==> src/hcir_map.svh <==
`ifndef HCIR_MAP_SVH
`define HCIR_MAP_SVH
// ----------------------------------------------------------------------
// Summary of operation
// RL1 - Synth control bit 7 drives all serial clocks, bit 6 shared data.
// RL2 - Synth control bits 3..0 drive load strobe of synthesizer n.
// RL3 - Flash address bits 23..0 hold location of next flash access.
// RL4 - Flash address bit 24 picks direction: 1 writes byte, 0 reads.
// RL5 - Flash data bits 7..0 carry byte to write or fetched byte.
// RL6 - Flash data bit 8 reads protection jumper; 1 allows reprogramming.
// RL7 - Config bits 6..0 index one of 128 user FPGA byte registers.
// RL8 - Config bit 21 is read-only sensed level of FPGA init pin.
// RL9 - Config bits 20, 19, 18 serve complete, program and init pins.
// RL10 - Config bit 17 issues one config clock carrying bit 16 as data.
// RL11 - Config bit 15 gates host interrupt; bit 14 gates FPGA interrupt.
// RL12 - Software toggles FPGA interface enable before setting FIFO bit 8.
// RL13 - Software drives program and init low, awaits complete low, raises.
// RL14 - Software polls init sense for 1 then waits four microseconds.
// RL15 - Software sends image one bit per write with clock bit set.
// RL16 - Software clocks ones after image until complete pin reads 1.
// RL17 - Configuration failed if complete not seen within 32 extra clocks.
// RL18 - Status bit 15 reads 1 while the host interrupt is driven.
// RL19 - Status bit 13 shows FPGA interrupt; raises host only with 14, 15.
// RL20 - Status bit 12 ORs DMA interrupts; raises host when bit 15 set.
// RL21 - Scatter-gather completion counts only while its enable is 1.
// RL22 - One config clock per write with bit 17; never repeats alone.
// ----------------------------------------------------------------------

// ----------------------------------------------------------------------
// Register offsets.
// ----------------------------------------------------------------------
`define HCIR_OFF_SYNTH  8'h20
`define HCIR_OFF_FADDR  8'h80
`define HCIR_OFF_FDATA  8'h84
`define HCIR_OFF_CFG    8'hc4
`define HCIR_OFF_STAT   8'hc8
`define HCIR_OFF_FBUSY  8'hd0

// ----------------------------------------------------------------------
// Field positions.
// ----------------------------------------------------------------------
`define HCIR_SS_SCLK      7
`define HCIR_SS_SDATA     6
`define HCIR_SS_LOAD_LSB  0
`define HCIR_SS_NLOAD     4
`define HCIR_FA_DIR       24
`define HCIR_FD_JUMPER    8
`define HCIR_CFG_SENSE    21
`define HCIR_CFG_DONE     20
`define HCIR_CFG_FPGA_PROGRAM     19
`define HCIR_CFG_INIT     18
`define HCIR_CFG_CLK      17
`define HCIR_CFG_BIT      16
`define HCIR_CFG_HOST_EN  15
`define HCIR_CFG_USER_EN  14
`define HCIR_CFG_FIFO_EN  8
`define HCIR_ST_HOST      15
`define HCIR_ST_USER      13
`define HCIR_ST_DMA       12

// ----------------------------------------------------------------------
// Write masks and reset values.
// ----------------------------------------------------------------------
`define HCIR_SYNTH_WMASK  8'hcf
`define HCIR_FADDR_WMASK  32'h01ff_ffff
`define HCIR_CFG_WMASK    32'h000f_c17f
`define HCIR_RST_SYNTH    8'h00
`define HCIR_RST_FADDR    32'h0000_0000
`define HCIR_RST_FDATA    8'h00
`define HCIR_RST_CFG      32'h000c_0000
`define HCIR_RST_PINS     36'h0_0000_0007

// ----------------------------------------------------------------------
// Timing.
// ----------------------------------------------------------------------
`define HCIR_CLK_PERIOD_NS  8
`define HCIR_FLASH_ACC_NS   120
`define HCIR_FLASH_ACC_CYC  \
    ((`HCIR_FLASH_ACC_NS + `HCIR_CLK_PERIOD_NS - 1) / `HCIR_CLK_PERIOD_NS)
`endif

==> src/hcir_pkg.sv <==
package hcir_pkg;

    // Register port request, one cycle per access.
    typedef struct packed {
        logic [7:0]  addr;
        logic [31:0] wdata;
        logic        wr;
        logic        rd;
    } hcir_bus_req_t;

    // Flash device pins driven by the block.
    typedef struct packed {
        logic [23:0] addr;
        logic [7:0]  dq_o;
        logic        dq_oe;
        logic        ce_n;
        logic        oe_n;
        logic        we_n;
    } hcir_flash_pins_t;

    // Flash access sequencer states, Gray along the access path.
    typedef enum logic [1:0] {
        fl_idle    = 2'b00,
        fl_access  = 2'b01,
        fl_recover = 2'b11
    } hcir_fl_state_t;

endpackage

==> src/hcir_regs.sv <==
`timescale 1ns/1ns
`include "hcir_map.svh"
module hcir_regs
(
    input  wire logic                    i_clk,
    input  wire logic                    i_sys_rst,
    input  wire hcir_pkg::hcir_bus_req_t i_bus,
    output logic [31:0]                  o_rdata,
    output logic                         o_synth_sclk,
    output logic                         o_synth_sdata,
    output logic [3:0]                   o_synth_load,
    output hcir_pkg::hcir_flash_pins_t   o_flash,
    input  wire logic [7:0]              i_flash_dq,
    input  wire logic                    i_flash_jumper,
    output logic                         o_fpga_program_pin,
    output logic                         o_fpga_init_drive,
    input  wire logic                    i_fpga_init_pin,
    input  wire logic                    i_fpga_done_pin,
    output logic                         o_cfg_clk,
    output logic                         o_cfg_bit,
    output logic [6:0]                   o_user_reg_index,
    output logic                         o_burst_fifo_enable,
    input  wire logic                    i_user_fpga_irq,
    input  wire logic                    i_sg_done,
    input  wire logic                    i_sg_complete_irq_enable,
    input  wire logic                    i_page_irq,
    output logic                         o_host_irq
);
    import hcir_pkg::*;

    // ------------------------------------------------------------------
    // Decoding helpers.
    // ------------------------------------------------------------------

    // True when the address selects the given register.
    function automatic logic hit(input logic [7:0] a,
                                 input logic [7:0] off);
        hit = (a == off);
    endfunction

    // ------------------------------------------------------------------
    // Declarations.
    // ------------------------------------------------------------------
    logic [7:0]  synth_q, synth_d;
    logic [31:0] faddr_q, faddr_d;
    logic [7:0]  fdata_q, fdata_d;
    logic [31:0] cfg_q, cfg_d;
    logic        pend_q, pend_d;
    logic        cclk_q, cclk_d;
    logic        host_irq_q, host_irq_d;
    logic [31:0] rdata_q, rdata_d;
    logic [3:0]  sync1_q, sync2_q;
    logic        jumper_s, init_s, done_s, user_s;
    logic        wr_synth, wr_faddr, wr_fdata, wr_cfg;
    logic        rd_cfg, rd_stat;
    logic        fl_busy, fl_done, fl_start;
    logic [7:0]  fl_rbyte;
    logic        dma_sum;

    // ------------------------------------------------------------------
    // Pin synchronisers.
    // ------------------------------------------------------------------

    // Two flip-flops on every asynchronous pin level.
    always_ff @(posedge i_clk)
    begin
        sync1_q <= {i_flash_jumper, i_fpga_init_pin,
                    i_fpga_done_pin, i_user_fpga_irq};
        sync2_q <= sync1_q;
    end

    assign jumper_s = sync2_q[3];
    assign init_s   = sync2_q[2];
    assign done_s   = sync2_q[1];
    assign user_s   = sync2_q[0];

    // ------------------------------------------------------------------
    // Write decode.
    // ------------------------------------------------------------------

    // Strobes for each register; flash writes are dropped during a busy access.
    assign wr_synth = i_bus.wr && hit(i_bus.addr, `HCIR_OFF_SYNTH);
    assign wr_faddr = i_bus.wr && hit(i_bus.addr, `HCIR_OFF_FADDR)
                      && !fl_busy;
    assign wr_fdata = i_bus.wr && hit(i_bus.addr, `HCIR_OFF_FDATA)
                      && !fl_busy;
    assign wr_cfg   = i_bus.wr && hit(i_bus.addr, `HCIR_OFF_CFG);
    assign rd_cfg   = i_bus.rd && hit(i_bus.addr, `HCIR_OFF_CFG);
    assign rd_stat  = i_bus.rd && hit(i_bus.addr, `HCIR_OFF_STAT);
    assign fl_start = wr_faddr;                       // RL3

    // ------------------------------------------------------------------
    // Flash access sequencer.
    // ------------------------------------------------------------------
    hcir_flash_port u_flash
    (
        .i_clk     (i_clk),
        .i_sys_rst (i_sys_rst),
        .i_start   (fl_start),
        .i_write   (i_bus.wdata[`HCIR_FA_DIR]),
        .i_addr    (i_bus.wdata[23:0]),
        .i_wbyte   (fdata_q),
        .i_dq_i    (i_flash_dq),
        .o_busy    (fl_busy),
        .o_done    (fl_done),
        .o_rbyte   (fl_rbyte),
        .o_pins    (o_flash)
    );

    // ------------------------------------------------------------------
    // Register file next state.
    // ------------------------------------------------------------------

    // Store writes, capture fetched flash bytes, schedule config clocks.
    always_comb
    begin
        synth_d = synth_q;
        faddr_d = faddr_q;
        fdata_d = fdata_q;
        cfg_d   = cfg_q;
        pend_d  = 1'b0;
        cclk_d  = pend_q;                             // RL22
        if (wr_synth)
            synth_d = i_bus.wdata[7:0] & `HCIR_SYNTH_WMASK;  // RL1
        if (wr_faddr)
            faddr_d = i_bus.wdata & `HCIR_FADDR_WMASK;       // RL4
        if (wr_fdata)
            fdata_d = i_bus.wdata[7:0];                      // RL5
        else if (fl_done && !faddr_q[`HCIR_FA_DIR])
            fdata_d = fl_rbyte;                              // RL5
        if (wr_cfg)
        begin
            cfg_d  = i_bus.wdata & `HCIR_CFG_WMASK;          // RL9
            pend_d = i_bus.wdata[`HCIR_CFG_CLK];             // RL10
        end
    end

    // Register the writable state.
    always_ff @(posedge i_clk)
    begin
        if (i_sys_rst)
        begin
            synth_q <= `HCIR_RST_SYNTH;
            faddr_q <= `HCIR_RST_FADDR;
            fdata_q <= `HCIR_RST_FDATA;
            cfg_q   <= `HCIR_RST_CFG;
            pend_q  <= 1'b0;
            cclk_q  <= 1'b0;
        end
        else
        begin
            synth_q <= synth_d;
            faddr_q <= faddr_d;
            fdata_q <= fdata_d;
            cfg_q   <= cfg_d;
            pend_q  <= pend_d;
            cclk_q  <= cclk_d;
        end
    end

    // ------------------------------------------------------------------
    // Pin outputs.
    // ------------------------------------------------------------------

    // Serial clock and data are shared by all synthesizers.
    assign o_synth_sclk  = synth_q[`HCIR_SS_SCLK];    // RL1
    assign o_synth_sdata = synth_q[`HCIR_SS_SDATA];   // RL1

    // Each load strobe follows its own control bit.
    generate
        for (genvar n = 0; n < `HCIR_SS_NLOAD; n++)
        begin : g_load
            assign o_synth_load[n] = synth_q[`HCIR_SS_LOAD_LSB + n]; // RL2
        end
    endgenerate

    // User FPGA configuration pins and register index.
    assign o_fpga_program_pin  = cfg_q[`HCIR_CFG_FPGA_PROGRAM];   // RL9
    assign o_fpga_init_drive   = cfg_q[`HCIR_CFG_INIT];   // RL9
    assign o_cfg_bit           = cfg_q[`HCIR_CFG_BIT];    // RL10
    assign o_cfg_clk           = cclk_q;                  // RL10
    assign o_user_reg_index    = cfg_q[6:0];              // RL7
    assign o_burst_fifo_enable = cfg_q[`HCIR_CFG_FIFO_EN];

    // ------------------------------------------------------------------
    // Interrupt gathering.
    // ------------------------------------------------------------------

    // Completion counts only while its own enable is set.
    assign dma_sum = (i_sg_done && i_sg_complete_irq_enable)  // RL21
                     || i_page_irq;                           // RL20

    // Host interrupt from gated DMA and user FPGA sources.
    always_comb
    begin
        host_irq_d = cfg_q[`HCIR_CFG_HOST_EN]                 // RL11
                     && (dma_sum                              // RL20
                         || (cfg_q[`HCIR_CFG_USER_EN] && user_s)); // RL19
    end

    // Register the interrupt line.
    always_ff @(posedge i_clk)
    begin
        if (i_sys_rst)
            host_irq_q <= 1'b0;
        else
            host_irq_q <= host_irq_d;
    end

    assign o_host_irq = host_irq_q;

    // ------------------------------------------------------------------
    // Read path.
    // ------------------------------------------------------------------

    // Select read data; unmapped addresses and idle cycles give zero.
    always_comb
    begin
        rdata_d = 32'h0000_0000;
        if (i_bus.rd)
        begin
            if (hit(i_bus.addr, `HCIR_OFF_SYNTH))
                rdata_d[7:0] = synth_q;
            else if (hit(i_bus.addr, `HCIR_OFF_FADDR))
                rdata_d = faddr_q;
            else if (hit(i_bus.addr, `HCIR_OFF_FDATA))
            begin
                rdata_d[7:0]            = fdata_q;       // RL5
                rdata_d[`HCIR_FD_JUMPER] = jumper_s;     // RL6
            end
            else if (hit(i_bus.addr, `HCIR_OFF_CFG))
            begin
                rdata_d                  = cfg_q;
                rdata_d[`HCIR_CFG_SENSE] = init_s;       // RL8
                rdata_d[`HCIR_CFG_DONE]  = done_s;       // RL9
            end
            else if (hit(i_bus.addr, `HCIR_OFF_STAT))
            begin
                rdata_d[`HCIR_ST_HOST] = host_irq_q;     // RL18
                rdata_d[`HCIR_ST_USER] = user_s;         // RL19
                rdata_d[`HCIR_ST_DMA]  = dma_sum;        // RL20
            end
            else if (hit(i_bus.addr, `HCIR_OFF_FBUSY))
                rdata_d[0] = fl_busy;
        end
    end

    // Read data stand for exactly the cycle after the read strobe.
    always_ff @(posedge i_clk)
    begin
        if (i_sys_rst)
            rdata_q <= 32'h0000_0000;
        else
            rdata_q <= rdata_d;
    end

    assign o_rdata = rdata_q;

    // ------------------------------------------------------------------
    // Checks.
    // ------------------------------------------------------------------

    property p_synth_pins;
        @(posedge i_clk) disable iff (i_sys_rst)
        wr_synth |=> (o_synth_sclk == $past(i_bus.wdata[`HCIR_SS_SCLK]))
            && (o_synth_sdata == $past(i_bus.wdata[`HCIR_SS_SDATA]));
    endproperty
    a_synth_pins: assert property (p_synth_pins) // RL1
        else $error("synth serial pins do not follow write");

    property p_synth_load;
        @(posedge i_clk) disable iff (i_sys_rst)
        wr_synth |=> o_synth_load == $past(i_bus.wdata[3:0]);
    endproperty
    a_synth_load: assert property (p_synth_load) // RL2
        else $error("synth load strobes do not follow write");

    property p_cfg_pulse;
        @(posedge i_clk) disable iff (i_sys_rst)
        (wr_cfg && i_bus.wdata[`HCIR_CFG_CLK]) |=> !o_cfg_clk
            ##1 o_cfg_clk && (o_cfg_bit == $past(i_bus.wdata[16], 2));
    endproperty
    a_cfg_pulse: assert property (p_cfg_pulse) // RL10
        else $error("config clock missing or data wrong");

    property p_cfg_once;
        @(posedge i_clk) disable iff (i_sys_rst)
        o_cfg_clk |-> $past(wr_cfg, 2) && $past(i_bus.wdata[17], 2);
    endproperty
    a_cfg_once: assert property (p_cfg_once) // RL22
        else $error("config clock without its own write");

    property p_sense_read;
        @(posedge i_clk) disable iff (i_sys_rst)
        rd_cfg |=> o_rdata[`HCIR_CFG_SENSE] == $past(init_s);
    endproperty
    a_sense_read: assert property (p_sense_read) // RL8
        else $error("init sense bit wrong on read");

    property p_host_gate;
        @(posedge i_clk) disable iff (i_sys_rst)
        !cfg_q[`HCIR_CFG_HOST_EN] |=> !o_host_irq;
    endproperty
    a_host_gate: assert property (p_host_gate) // RL11
        else $error("host interrupt raised while disabled");

    property p_user_gate;
        @(posedge i_clk) disable iff (i_sys_rst)
        (!dma_sum && !(user_s && cfg_q[`HCIR_CFG_USER_EN]))
            |=> !o_host_irq;
    endproperty
    a_user_gate: assert property (p_user_gate) // RL19
        else $error("user interrupt passed without its enable");

    property p_dma_raise;
        @(posedge i_clk) disable iff (i_sys_rst)
        (dma_sum && cfg_q[`HCIR_CFG_HOST_EN]) |=> o_host_irq;
    endproperty
    a_dma_raise: assert property (p_dma_raise) // RL20
        else $error("DMA interrupt did not raise host interrupt");

    property p_sg_block;
        @(posedge i_clk) disable iff (i_sys_rst)
        (!i_sg_complete_irq_enable && !i_page_irq) |-> !dma_sum;
    endproperty
    a_sg_block: assert property (p_sg_block) // RL21
        else $error("blocked completion reached DMA summary");

    property p_stat_host;
        @(posedge i_clk) disable iff (i_sys_rst)
        rd_stat |=> o_rdata[`HCIR_ST_HOST] == $past(o_host_irq);
    endproperty
    a_stat_host: assert property (p_stat_host) // RL18
        else $error("status does not show host interrupt");

endmodule

==> src/hcir_flash_port.sv <==
`timescale 1ns/1ns
`include "hcir_map.svh"
module hcir_flash_port
(
    input  wire logic                    i_clk,
    input  wire logic                    i_sys_rst,
    input  wire logic                    i_start,
    input  wire logic                    i_write,
    input  wire logic [23:0]             i_addr,
    input  wire logic [7:0]              i_wbyte,
    input  wire logic [7:0]              i_dq_i,
    output logic                         o_busy,
    output logic                         o_done,
    output logic [7:0]                   o_rbyte,
    output hcir_pkg::hcir_flash_pins_t   o_pins
);
    import hcir_pkg::*;

    hcir_fl_state_t   state_q, state_d;
    logic [4:0]       cnt_q, cnt_d;
    hcir_flash_pins_t pins_q, pins_d;
    logic             wr_q, wr_d;
    logic             done_q, done_d;
    logic [7:0]       rbyte_q, rbyte_d;
    logic [7:0]       dq_s1_q, dq_s2_q;

    // Sequence one strobed byte access, then release the bus.
    always_comb
    begin
        state_d = state_q;
        cnt_d   = cnt_q;
        pins_d  = pins_q;
        wr_d    = wr_q;
        done_d  = 1'b0;
        rbyte_d = rbyte_q;
        case (state_q)
            fl_idle:
                if (i_start)
                begin
                    state_d      = fl_access;
                    cnt_d        = 5'(`HCIR_FLASH_ACC_CYC - 1);
                    wr_d         = i_write;
                    pins_d.addr  = i_addr;          // RL3
                    pins_d.dq_o  = i_wbyte;         // RL5
                    pins_d.dq_oe = i_write;         // RL4
                    pins_d.ce_n  = 1'b0;
                    pins_d.oe_n  = i_write;
                    pins_d.we_n  = !i_write;
                end
            fl_access:
                if (cnt_q == 5'h00)
                begin
                    state_d     = fl_recover;
                    pins_d.ce_n = 1'b1;
                    pins_d.oe_n = 1'b1;
                    pins_d.we_n = 1'b1;
                    if (!wr_q)
                        rbyte_d = dq_s2_q;          // RL5
                end
                else
                    cnt_d = cnt_q - 5'h01;
            fl_recover:
            begin
                state_d      = fl_idle;
                pins_d.dq_oe = 1'b0;
                done_d       = 1'b1;
            end
            default:
                state_d = fl_idle;
        endcase
    end

    // Register the sequencer and pass flash data through two flip-flops.
    always_ff @(posedge i_clk)
    begin
        dq_s1_q <= i_dq_i;
        dq_s2_q <= dq_s1_q;
        if (i_sys_rst)
        begin
            state_q <= fl_idle;
            cnt_q   <= 5'h00;
            pins_q  <= hcir_flash_pins_t'(`HCIR_RST_PINS);
            wr_q    <= 1'b0;
            done_q  <= 1'b0;
            rbyte_q <= 8'h00;
        end
        else
        begin
            state_q <= state_d;
            cnt_q   <= cnt_d;
            pins_q  <= pins_d;
            wr_q    <= wr_d;
            done_q  <= done_d;
            rbyte_q <= rbyte_d;
        end
    end

    assign o_busy  = (state_q != fl_idle);
    assign o_done  = done_q;
    assign o_rbyte = rbyte_q;
    assign o_pins  = pins_q;

    property p_flash_dir;
        @(posedge i_clk) disable iff (i_sys_rst)
        (i_start && !o_busy) |=> (o_pins.we_n == !$past(i_write))
            && (o_pins.oe_n == $past(i_write))
            && (o_pins.addr == $past(i_addr));
    endproperty
    a_flash_dir: assert property (p_flash_dir) // RL4
        else $error("flash strobe or address does not follow request");

    property p_flash_len;
        @(posedge i_clk) disable iff (i_sys_rst)
        (i_start && !o_busy) |=> !o_pins.ce_n [*8] ##[1:20] o_done;
    endproperty
    a_flash_len: assert property (p_flash_len) // RL3
        else $error("flash access too short or never finished");

endmodule

==> config.mk <==
export PLATFORM = sky130hd
export DESIGN_NAME = hcir_regs
export DESIGN_NICKNAME = d
export VERILOG_FILES = /design/src/hcir_pkg.sv /design/src/hcir_regs.sv /design/src/hcir_flash_port.sv
export VERILOG_INCLUDE_DIRS = /design/src
export SDC_FILE = /design/constraint.sdc
export NUM_CORES = 1
export LEC_CHECK = 0
export BUFFER_PORTS_ARGS = -buffer_cell sky130_fd_sc_hd__buf_2
export CAP_MARGIN = 20
export CORE_MARGIN = 2
export CORE_UTILIZATION = 55
export CTS_BUF_LIST = sky130_fd_sc_hd__clkbuf_4 sky130_fd_sc_hd__clkbuf_8
export DETAILED_ROUTE_END_ITERATION = 6
export GPL_TIMING_DRIVEN = 0
export PLACE_DENSITY = 0.85
export SLEW_MARGIN = 20
export SYNTH_ARGS = -nofsm -noshare
export SYNTH_HDL_FRONTEND = slang
export SYNTH_SLANG_ARGS = --single-unit
==> constraint.sdc <==
create_clock -name i_clk -period 2.7 [get_ports i_clk]
set_clock_uncertainty 0.05 [all_clocks]
set_input_delay 0.27 -clock i_clk [delete_from_list [all_inputs] [get_ports i_clk]]
set_output_delay 0.27 -clock i_clk [all_outputs]
set_load 0.005 [all_outputs]
==> results.md, run 1 <==
* Max Cap Viol at 0
* Pleak at 2.665 nW
* Routability cong. at 0.8961
* Area Growth Syn to Fin at 27.47%
* Switching power at 0.8894 mW
* Synth unique cells at 46
* Synthesized flop and latch total at 133
* Final setup fails at 0
* Final Hold Fails at 0
* WS Path Type: flop to flop
* Most frequent cells in the layout: buf_2, dfxtp_1, nand2_1
* Largest net degree at the start of global routing at 17
* CTS tree: done
* Worst VDD drop at 0.4149 mV
* Hold WC Path Type: primary input to flop
* Drt via density at 5.386
* Core area at 0.008299 sq mm
* Dpl ws at 0.4367 ns
* Sequential-to-total area share from yosys stat at 56.15%
* Combinational share of power at 3.8%
* DR DRC count at 0
* Worst-Skew Late Latency at 0.44 ns
* CP Data Arrival Time at 2.27 ns
* CP max FO at 8
* Ant. Diodes at 0
* Crit path launch type: flop
* Setup TNS Final at 0 ns
* Cell area after synthesis at 0.004742 sq mm
* Io pins at 146
* Cells after synthesis at 499
* Post-synth top flop: dfxtp_1
* WL/cell at 16.12 um
* Power Density at 610.4 mW/mm^2
* Max Freq at 0.4992 GHz
* Internal power at 2.800 mW
* H-tree depth at 4
* Syn Area/Cell at 9.503 sq um
* Post-route cell area at 0.006045 sq mm
* Num rows at 33
* Setup repair after global routing missed its margin: false
* Worst hold slack at 0.008565 ns
* DR iter-0 viols at 274
* Num CTS Buffers at 17
* Die area at 0.009381 sq mm
* Syn. warnings at 0
* Total Routing Usage GR at 27.29%
* Vias at 4223
* Die H at 96.86 um
* Seq pwr share at 53.8%
* Post-synth EDFFs at 0
* Share of cells above drive strength 1 at 28.87%
* Tot Pwr at 3.690 mW
* Layout net count at 726
* Drt total wl at 12640 um
* Cell Area, Placed at 0.005547 sq mm
* Post-DP HPWL at 9029 um
* First-pass GRT wire length at 20310 um
* Crit path capture type: flop
* Worst reg2reg setup slack at 0.70 ns
* Initial antenna violation count at 0
* IO buf count at 130
* Slew HR at 51.95%
* Setup ws final at 0.6969 ns
* Starting Density at 57.14%
* Async SR Flop Fraction at 0%
* Max-slew violation count at 0
* Worst Path Required at 2.96 ns
* CTS clk-pin slew, worst paths at 0.08 ns
* Sink Count at 133
* Die X-Extent at 96.86 um
* Number of global-route vias before repair at 4238
* Post-route minimum period at 2.003 ns
* Slew at the pin with the worst max-slew slack at 0.7176 ns
* CTS root buf: clkbuf_8
* Drt first pass iters at 5
* Clk network pwr share at 42.3%
* Longest Clk Path Bufs at 2
* Routed Antenna Nets at 0
* Commonest non-fill, non-tap cell in the layout: buf_2
* Tcrit/Tclk final at 74.19%
* Outcome: finished clean
* GRT Residual Overflow at 0
* Sw frac at 24.10%
## kinds of logic (layout without fill, tap and decap cells)
logic type	Yosys count	in the layout	synth area share, %
muxes	22	22	4.644
other	1	7	0.07908
and+or+nand+nor	190	190	19.58
AOI/OAI and AO/OA	104	104	13.80
buffers and inverters	48	222	5.488
adders and majority gates	1	1	0.2638
DFF	133	133	56.15
## cells in the mapped netlist, types with 2 or more instances
| cell | number | area (sq um) |
|---|---|---|
| dfxtp_1 | 133 | 2663 |
| nand2_1 | 98 | 367.9 |
| a21oi_1 | 56 | 280.3 |
| nor2_1 | 35 | 131.4 |
| mux2i_1 | 22 | 220.2 |
| buf_4 | 19 | 142.6 |
| clkbuf_1 | 16 | 60.06 |
| a22o_1 | 14 | 122.6 |
| nor3_1 | 13 | 65.06 |
| a211oi_1 | 9 | 67.56 |
| a22oi_1 | 9 | 67.56 |
| and2_1 | 9 | 56.30 |
| buf_2 | 7 | 35.03 |
| o21ai_0 | 5 | 25.02 |
| inv_1 | 4 | 15.01 |
| nand3_1 | 4 | 20.02 |
| nor2b_1 | 4 | 25.02 |
| nor3b_1 | 4 | 30.03 |
| nand3b_1 | 3 | 22.52 |
| a21o_1 | 2 | 15.01 |
| a311oi_1 | 2 | 17.52 |
| and3_1 | 2 | 12.51 |
| buf_1 | 2 | 7.510 |
| nand2b_1 | 2 | 12.51 |
| nor4b_1 | 2 | 17.52 |
| nor4b_2 | 2 | 30.03 |
| or3_1 | 2 | 12.51 |
## worst max-delay path: stages (launching register included)
cell and delay, ns:
dfxtp_1 0.32, inv_1 0.09, ha_1 0.19, or4b_4 0.51
nor3_4 0.41, mux2i_1 0.25, nor2_1 0.05
## metal layers
layer / global-route usage (%) / share of wire (%) / vias up / routed length, um
met5: 0 / 0 / - / 0
met4: 12.89 / 2.3 / 0 / 289
met3: 7.153 / 7.9 / 36 / 1004
met2: 46.63 / 49 / 191 / 6246
met1: 31.87 / 40 / 1962 / 5095
li1: - / - / 2034 / -
## registers in the layout, summed over array words and instances, names as in the netlist, 6 cells and up
signal,cells
synth_q,6
u_flash.o_pins,12
o_rdata,25
u_flash.dq_s1_q,8
faddr_q,24
u_flash.o_rbyte,8
cfg_q,14
u_flash.dq_s2_q,8
fdata_q,8
## power groups by stage
stage / sequential, mW / combinational, mW / clock (mW)
6_report: 1.99 / 0.142 / 1.56
5_1_grt: 1.99 / 0.154 / 1.67
4_1_cts: 1.99 / 0.139 / 1.57
3_5_place_dp: 2.03 / 0.125 / 0
3_3_place_gp: 2.03 / 0.122 / 0
2_1_floorplan: 2.03 / 0.0532 / 0
## timing repair
action / 4_1_cts / 5_1_grt
buffers inserted: 0 / 0
gates resized for setup: 0 / 0
hold buffers: 12 / 0
hold endpoints to repair: 12 / 0
## area by class of cell
| class | instances | area, sq um |
|---|---|---|
| Sequential cell | 133 | 2663 |
| Fill cell | 636 | 2255 |
| Multi-Input combinational cell | 324 | 1842 |
| Timing Repair Buffer | 142 | 770.7 |
| Clock buffer | 18 | 247.7 |
| Buffer | 44 | 245.2 |
| Tap cell | 105 | 131.4 |
| Clock inverter | 14 | 130.1 |
| Inverter | 4 | 15.01 |
## metrics by stage
| stage | instances | utilization [%] |
|---|---|---|
| 2_1_floorplan | 505 | - |
| 3_3_place_gp | 740 | 66.83 |
| 3_5_place_dp | 740 | 66.83 |
| 4_1_cts | 784 | 72.83 |
| 5_1_grt | 784 | 72.83 |
| 6_report | 784 | 72.83 |
## worst paths after layout
| kind | startpoint | endpoint | cells past startpoint |
|---|---|---|---|
| worst min register to register | u_flash.dq_s1_q[3] | u_flash.dq_s2_q[3] | 0 |
| worst min-delay path | i_bus[15] | faddr_q[13] | 3 |
| worst max-delay path | u_flash.cnt_q[0] | u_flash.o_rbyte[1] | 6 |
| worst max register to register | u_flash.cnt_q[0] | u_flash.o_rbyte[1] | 6 |
No activity file was read; power rests on OpenSTA's default activity.
==> run 2: changes to the inputs <==
--- a/config.mk
+++ b/config.mk
@@ -9,11 +9,11 @@
 export BUFFER_PORTS_ARGS = -buffer_cell sky130_fd_sc_hd__buf_2
 export CAP_MARGIN = 20
 export CORE_MARGIN = 2
-export CORE_UTILIZATION = 55
+export CORE_UTILIZATION = 48
 export CTS_BUF_LIST = sky130_fd_sc_hd__clkbuf_4 sky130_fd_sc_hd__clkbuf_8
 export DETAILED_ROUTE_END_ITERATION = 6
 export GPL_TIMING_DRIVEN = 0
-export PLACE_DENSITY = 0.85
+export PLACE_DENSITY = 0.79
 export SLEW_MARGIN = 20
 export SYNTH_ARGS = -nofsm -noshare
 export SYNTH_HDL_FRONTEND = slang
==> constraint.sdc (replaced) <==
create_clock -name i_clk -period 1.7 [get_ports i_clk]
set_clock_uncertainty 0.05 [all_clocks]
set_input_delay 0.17 -clock i_clk [delete_from_list [all_inputs] [get_ports i_clk]]
set_output_delay 0.17 -clock i_clk [all_outputs]
set_load 0.005 [all_outputs]
==> run 2 against run 1 <==
  * The flow now finishes with violations (negative setup slack)
  * Critical path depth unchanged
  * Clock-buffer cell count is 2 higher
  * Flip-flop and latch count unchanged
  * Die area is 14% higher
  * Register-to-register slack worse by 0.82 ns
==> results.md, run 2 (synthesis results as in run 1) <==
* Share of cells above drive strength 1 at 30.72% (+1.8 points)
* Drt first pass iters at 6 (+1)
* Die X-Extent at 103.4 um (+6.8%)
* Tcrit/Tclk final at 107.0% (+33 points)
* Die H at 103.4 um (+6.8%)
* CP Data Arrival Time at 2.12 ns (-0.15 ns)
* WS Path Type: flop to flop
* GRT Residual Overflow at 0 (unchanged)
* Vias at 4394 (+4.0%)
* Num CTS Buffers at 17 (unchanged)
* Drt total wl at 13490 um (+6.7%)
* Slew HR at 56.57% (+4.6 points)
* Worst-Skew Late Latency at 0.43 ns (about the same)
* DR DRC count at 0 (unchanged)
* Hold WC Path Type: primary input to flop
* Commonest non-fill, non-tap cell in the layout: buf_2
* Starting Density at 48.97% (-8.2 points)
* CTS root buf: clkbuf_8
* Post-route minimum period at 1.819 ns (-0.1837 ns)
* Power Density at 972.8 mW/mm^2 (+59%)
* Worst hold slack at 0.04981 ns (+0.04124 ns)
* Ant. Diodes at 0 (unchanged)
* Max Cap Viol at 0 (unchanged)
* Number of global-route vias before repair at 4241 (+0.071%)
* Failing checks: negative setup slack
* Core area at 0.009684 sq mm (+17%)
* Setup repair after global routing missed its margin: true
* Layout net count at 760 (+4.7%)
* Io pins at 146 (unchanged)
* Max-slew violation count at 0 (unchanged)
* Drt via density at 5.194 (-3.6%)
* Worst VDD drop at 0.8489 mV (+100%)
* CP max FO at 5 (-3)
* Sink Count at 133 (unchanged)
* Final setup fails at 41 (+41)
* Num rows at 36 (+9.1%)
* Outcome: complete, but fails checks
* Post-Place Cells at 768 (+3.8%)
* Total Routing Usage GR at 25.21% (-2.1 points)
* Pleak at 2.869 nW (+7.6%)
* Number of flip-flops under the largest register name at 25 (unchanged)
* IO buf count at 130 (unchanged)
* Largest net degree at the start of global routing at 17 (unchanged)
* Setup ws final at -0.1194 ns (-0.8163 ns)
* DR iter-0 viols at 262 (-4.4%)
* CTS tree: done
* Routability cong. at 0.8389 (-6.4%)
* Slew at the pin with the worst max-slew slack at 0.6514 ns (-0.06621 ns)
* Most frequent cells in the layout: buf_2, dfxtp_1, nand2_1
* Longest Clk Path Bufs at 2 (unchanged)
* WL/cell at 15.94 um (-1.1%)
* First-pass GRT wire length at 20400 um (+0.41%)
* Worst Path Required at 2.00 ns (-0.96 ns)
* FILL cells at 773 (+22%)
* Area Growth Syn to Fin at 37.57%
* Util after Layout at 67.36% (-5.5 points)
* Crit path launch type: flop
* H-tree depth at 4 (unchanged)
* Crit path capture type: flop
* Die area at 0.01069 sq mm (+14%)
* Routed Antenna Nets at 0 (unchanged)
* Max Freq at 0.5496 GHz (+10%)
* Initial antenna violation count at 0 (unchanged)
* CTS clk-pin slew, worst paths at 0.08 ns (about the same)
* Post-DP HPWL at 9239 um (+2.3%)
* Final Hold Fails at 0 (unchanged)
* Fin cells at 846 (+7.9%)
run 2: changes by cell type in the layout (fill, tap and decap cells not counted), sizes merged:
| cell | previous run | this run |
|---|---|---|
| bufinv | 1 | 4 |
| clkbuf | 34 | 36 |
| inv | 6 | 5 |
| dlygate4sd3 | 12 | 37 |
| clkinv | 9 | 5 |
| buf | 158 | 167 |
run 2: where the power goes:
group          internal, mW  switching, mW
Clock                  1.69           1.22
Sequential             3.15         0.0106
Combinational         0.137          0.137
run 2: layer usage:
metal / vias to the layer above / GRT usage (%) / part of all wire, %
li1: 2105 / - / -
met1: 2029 / 28.85 / 40
met2: 215 / 42.73 / 48
met3: 45 / 7.997 / 8.3
met4: 0 / 12.04 / 3.7
met5: - / 0 / 0
run 2: what timing repair did:
item                                   in CTS  in global routing
buffers inserted                            7                  3
setup endpoints to repair                  29                 48
gates resized for setup                     4                  7
pin swaps                                   3                  2
hold buffers                               37                  0
endpoints found under the hold margin      58                  0
run 2: final timing paths:
check,start,to,slack (ns),cells after the start
setup / recovery,u_flash.cnt_q[0],u_flash.cnt_q[0],-0.12,6
hold / removal,i_page_irq,o_rdata[12],0.05,4
setup reg to reg,u_flash.cnt_q[0],u_flash.cnt_q[0],-0.12,6
hold reg to reg,u_flash.dq_s1_q[2],u_flash.dq_s2_q[2],0.28,0
run 2: worst max-delay path: stages (launching register included):
cell and delay (ns):
dfxtp_2 0.33, inv_2 0.07, ha_4 0.13, or4b_4 0.50
and2_4 0.21, or3_4 0.33, a21oi_2 0.14
run 2: through the flow:
stage	setup slack [ns]	TNS (ns)	total power [mW]	instance area [sq um]
5_1_grt	-0.2033	-5.859	6.546	6524
2_1_floorplan	-0.07670	-0.6263	3.310	4777
3_5_place_dp	-0.4705	-23.91	3.427	5594
4_1_cts	-0.1640	-1.424	6.349	6480
6_report	-0.1194	-1.730	6.346	6524
3_3_place_gp	-0.4187	-18.97	3.420	5594
run 2: cell type report:
class / count / area, sq um / share of cell area [%]
buffer: 43 / 244.0 / 3.740
clock buffer: 20 / 269.0 / 4.124
clock inverter: 12 / 176.4 / 2.704
inverter: 4 / 15.01 / 0.2301
multi-input combinational: 324 / 1879 / 28.81
sequential: 133 / 2665 / 40.85
tap: 133 / 166.4 / 2.551
timing repair buffer: 177 / 1109 / 16.99
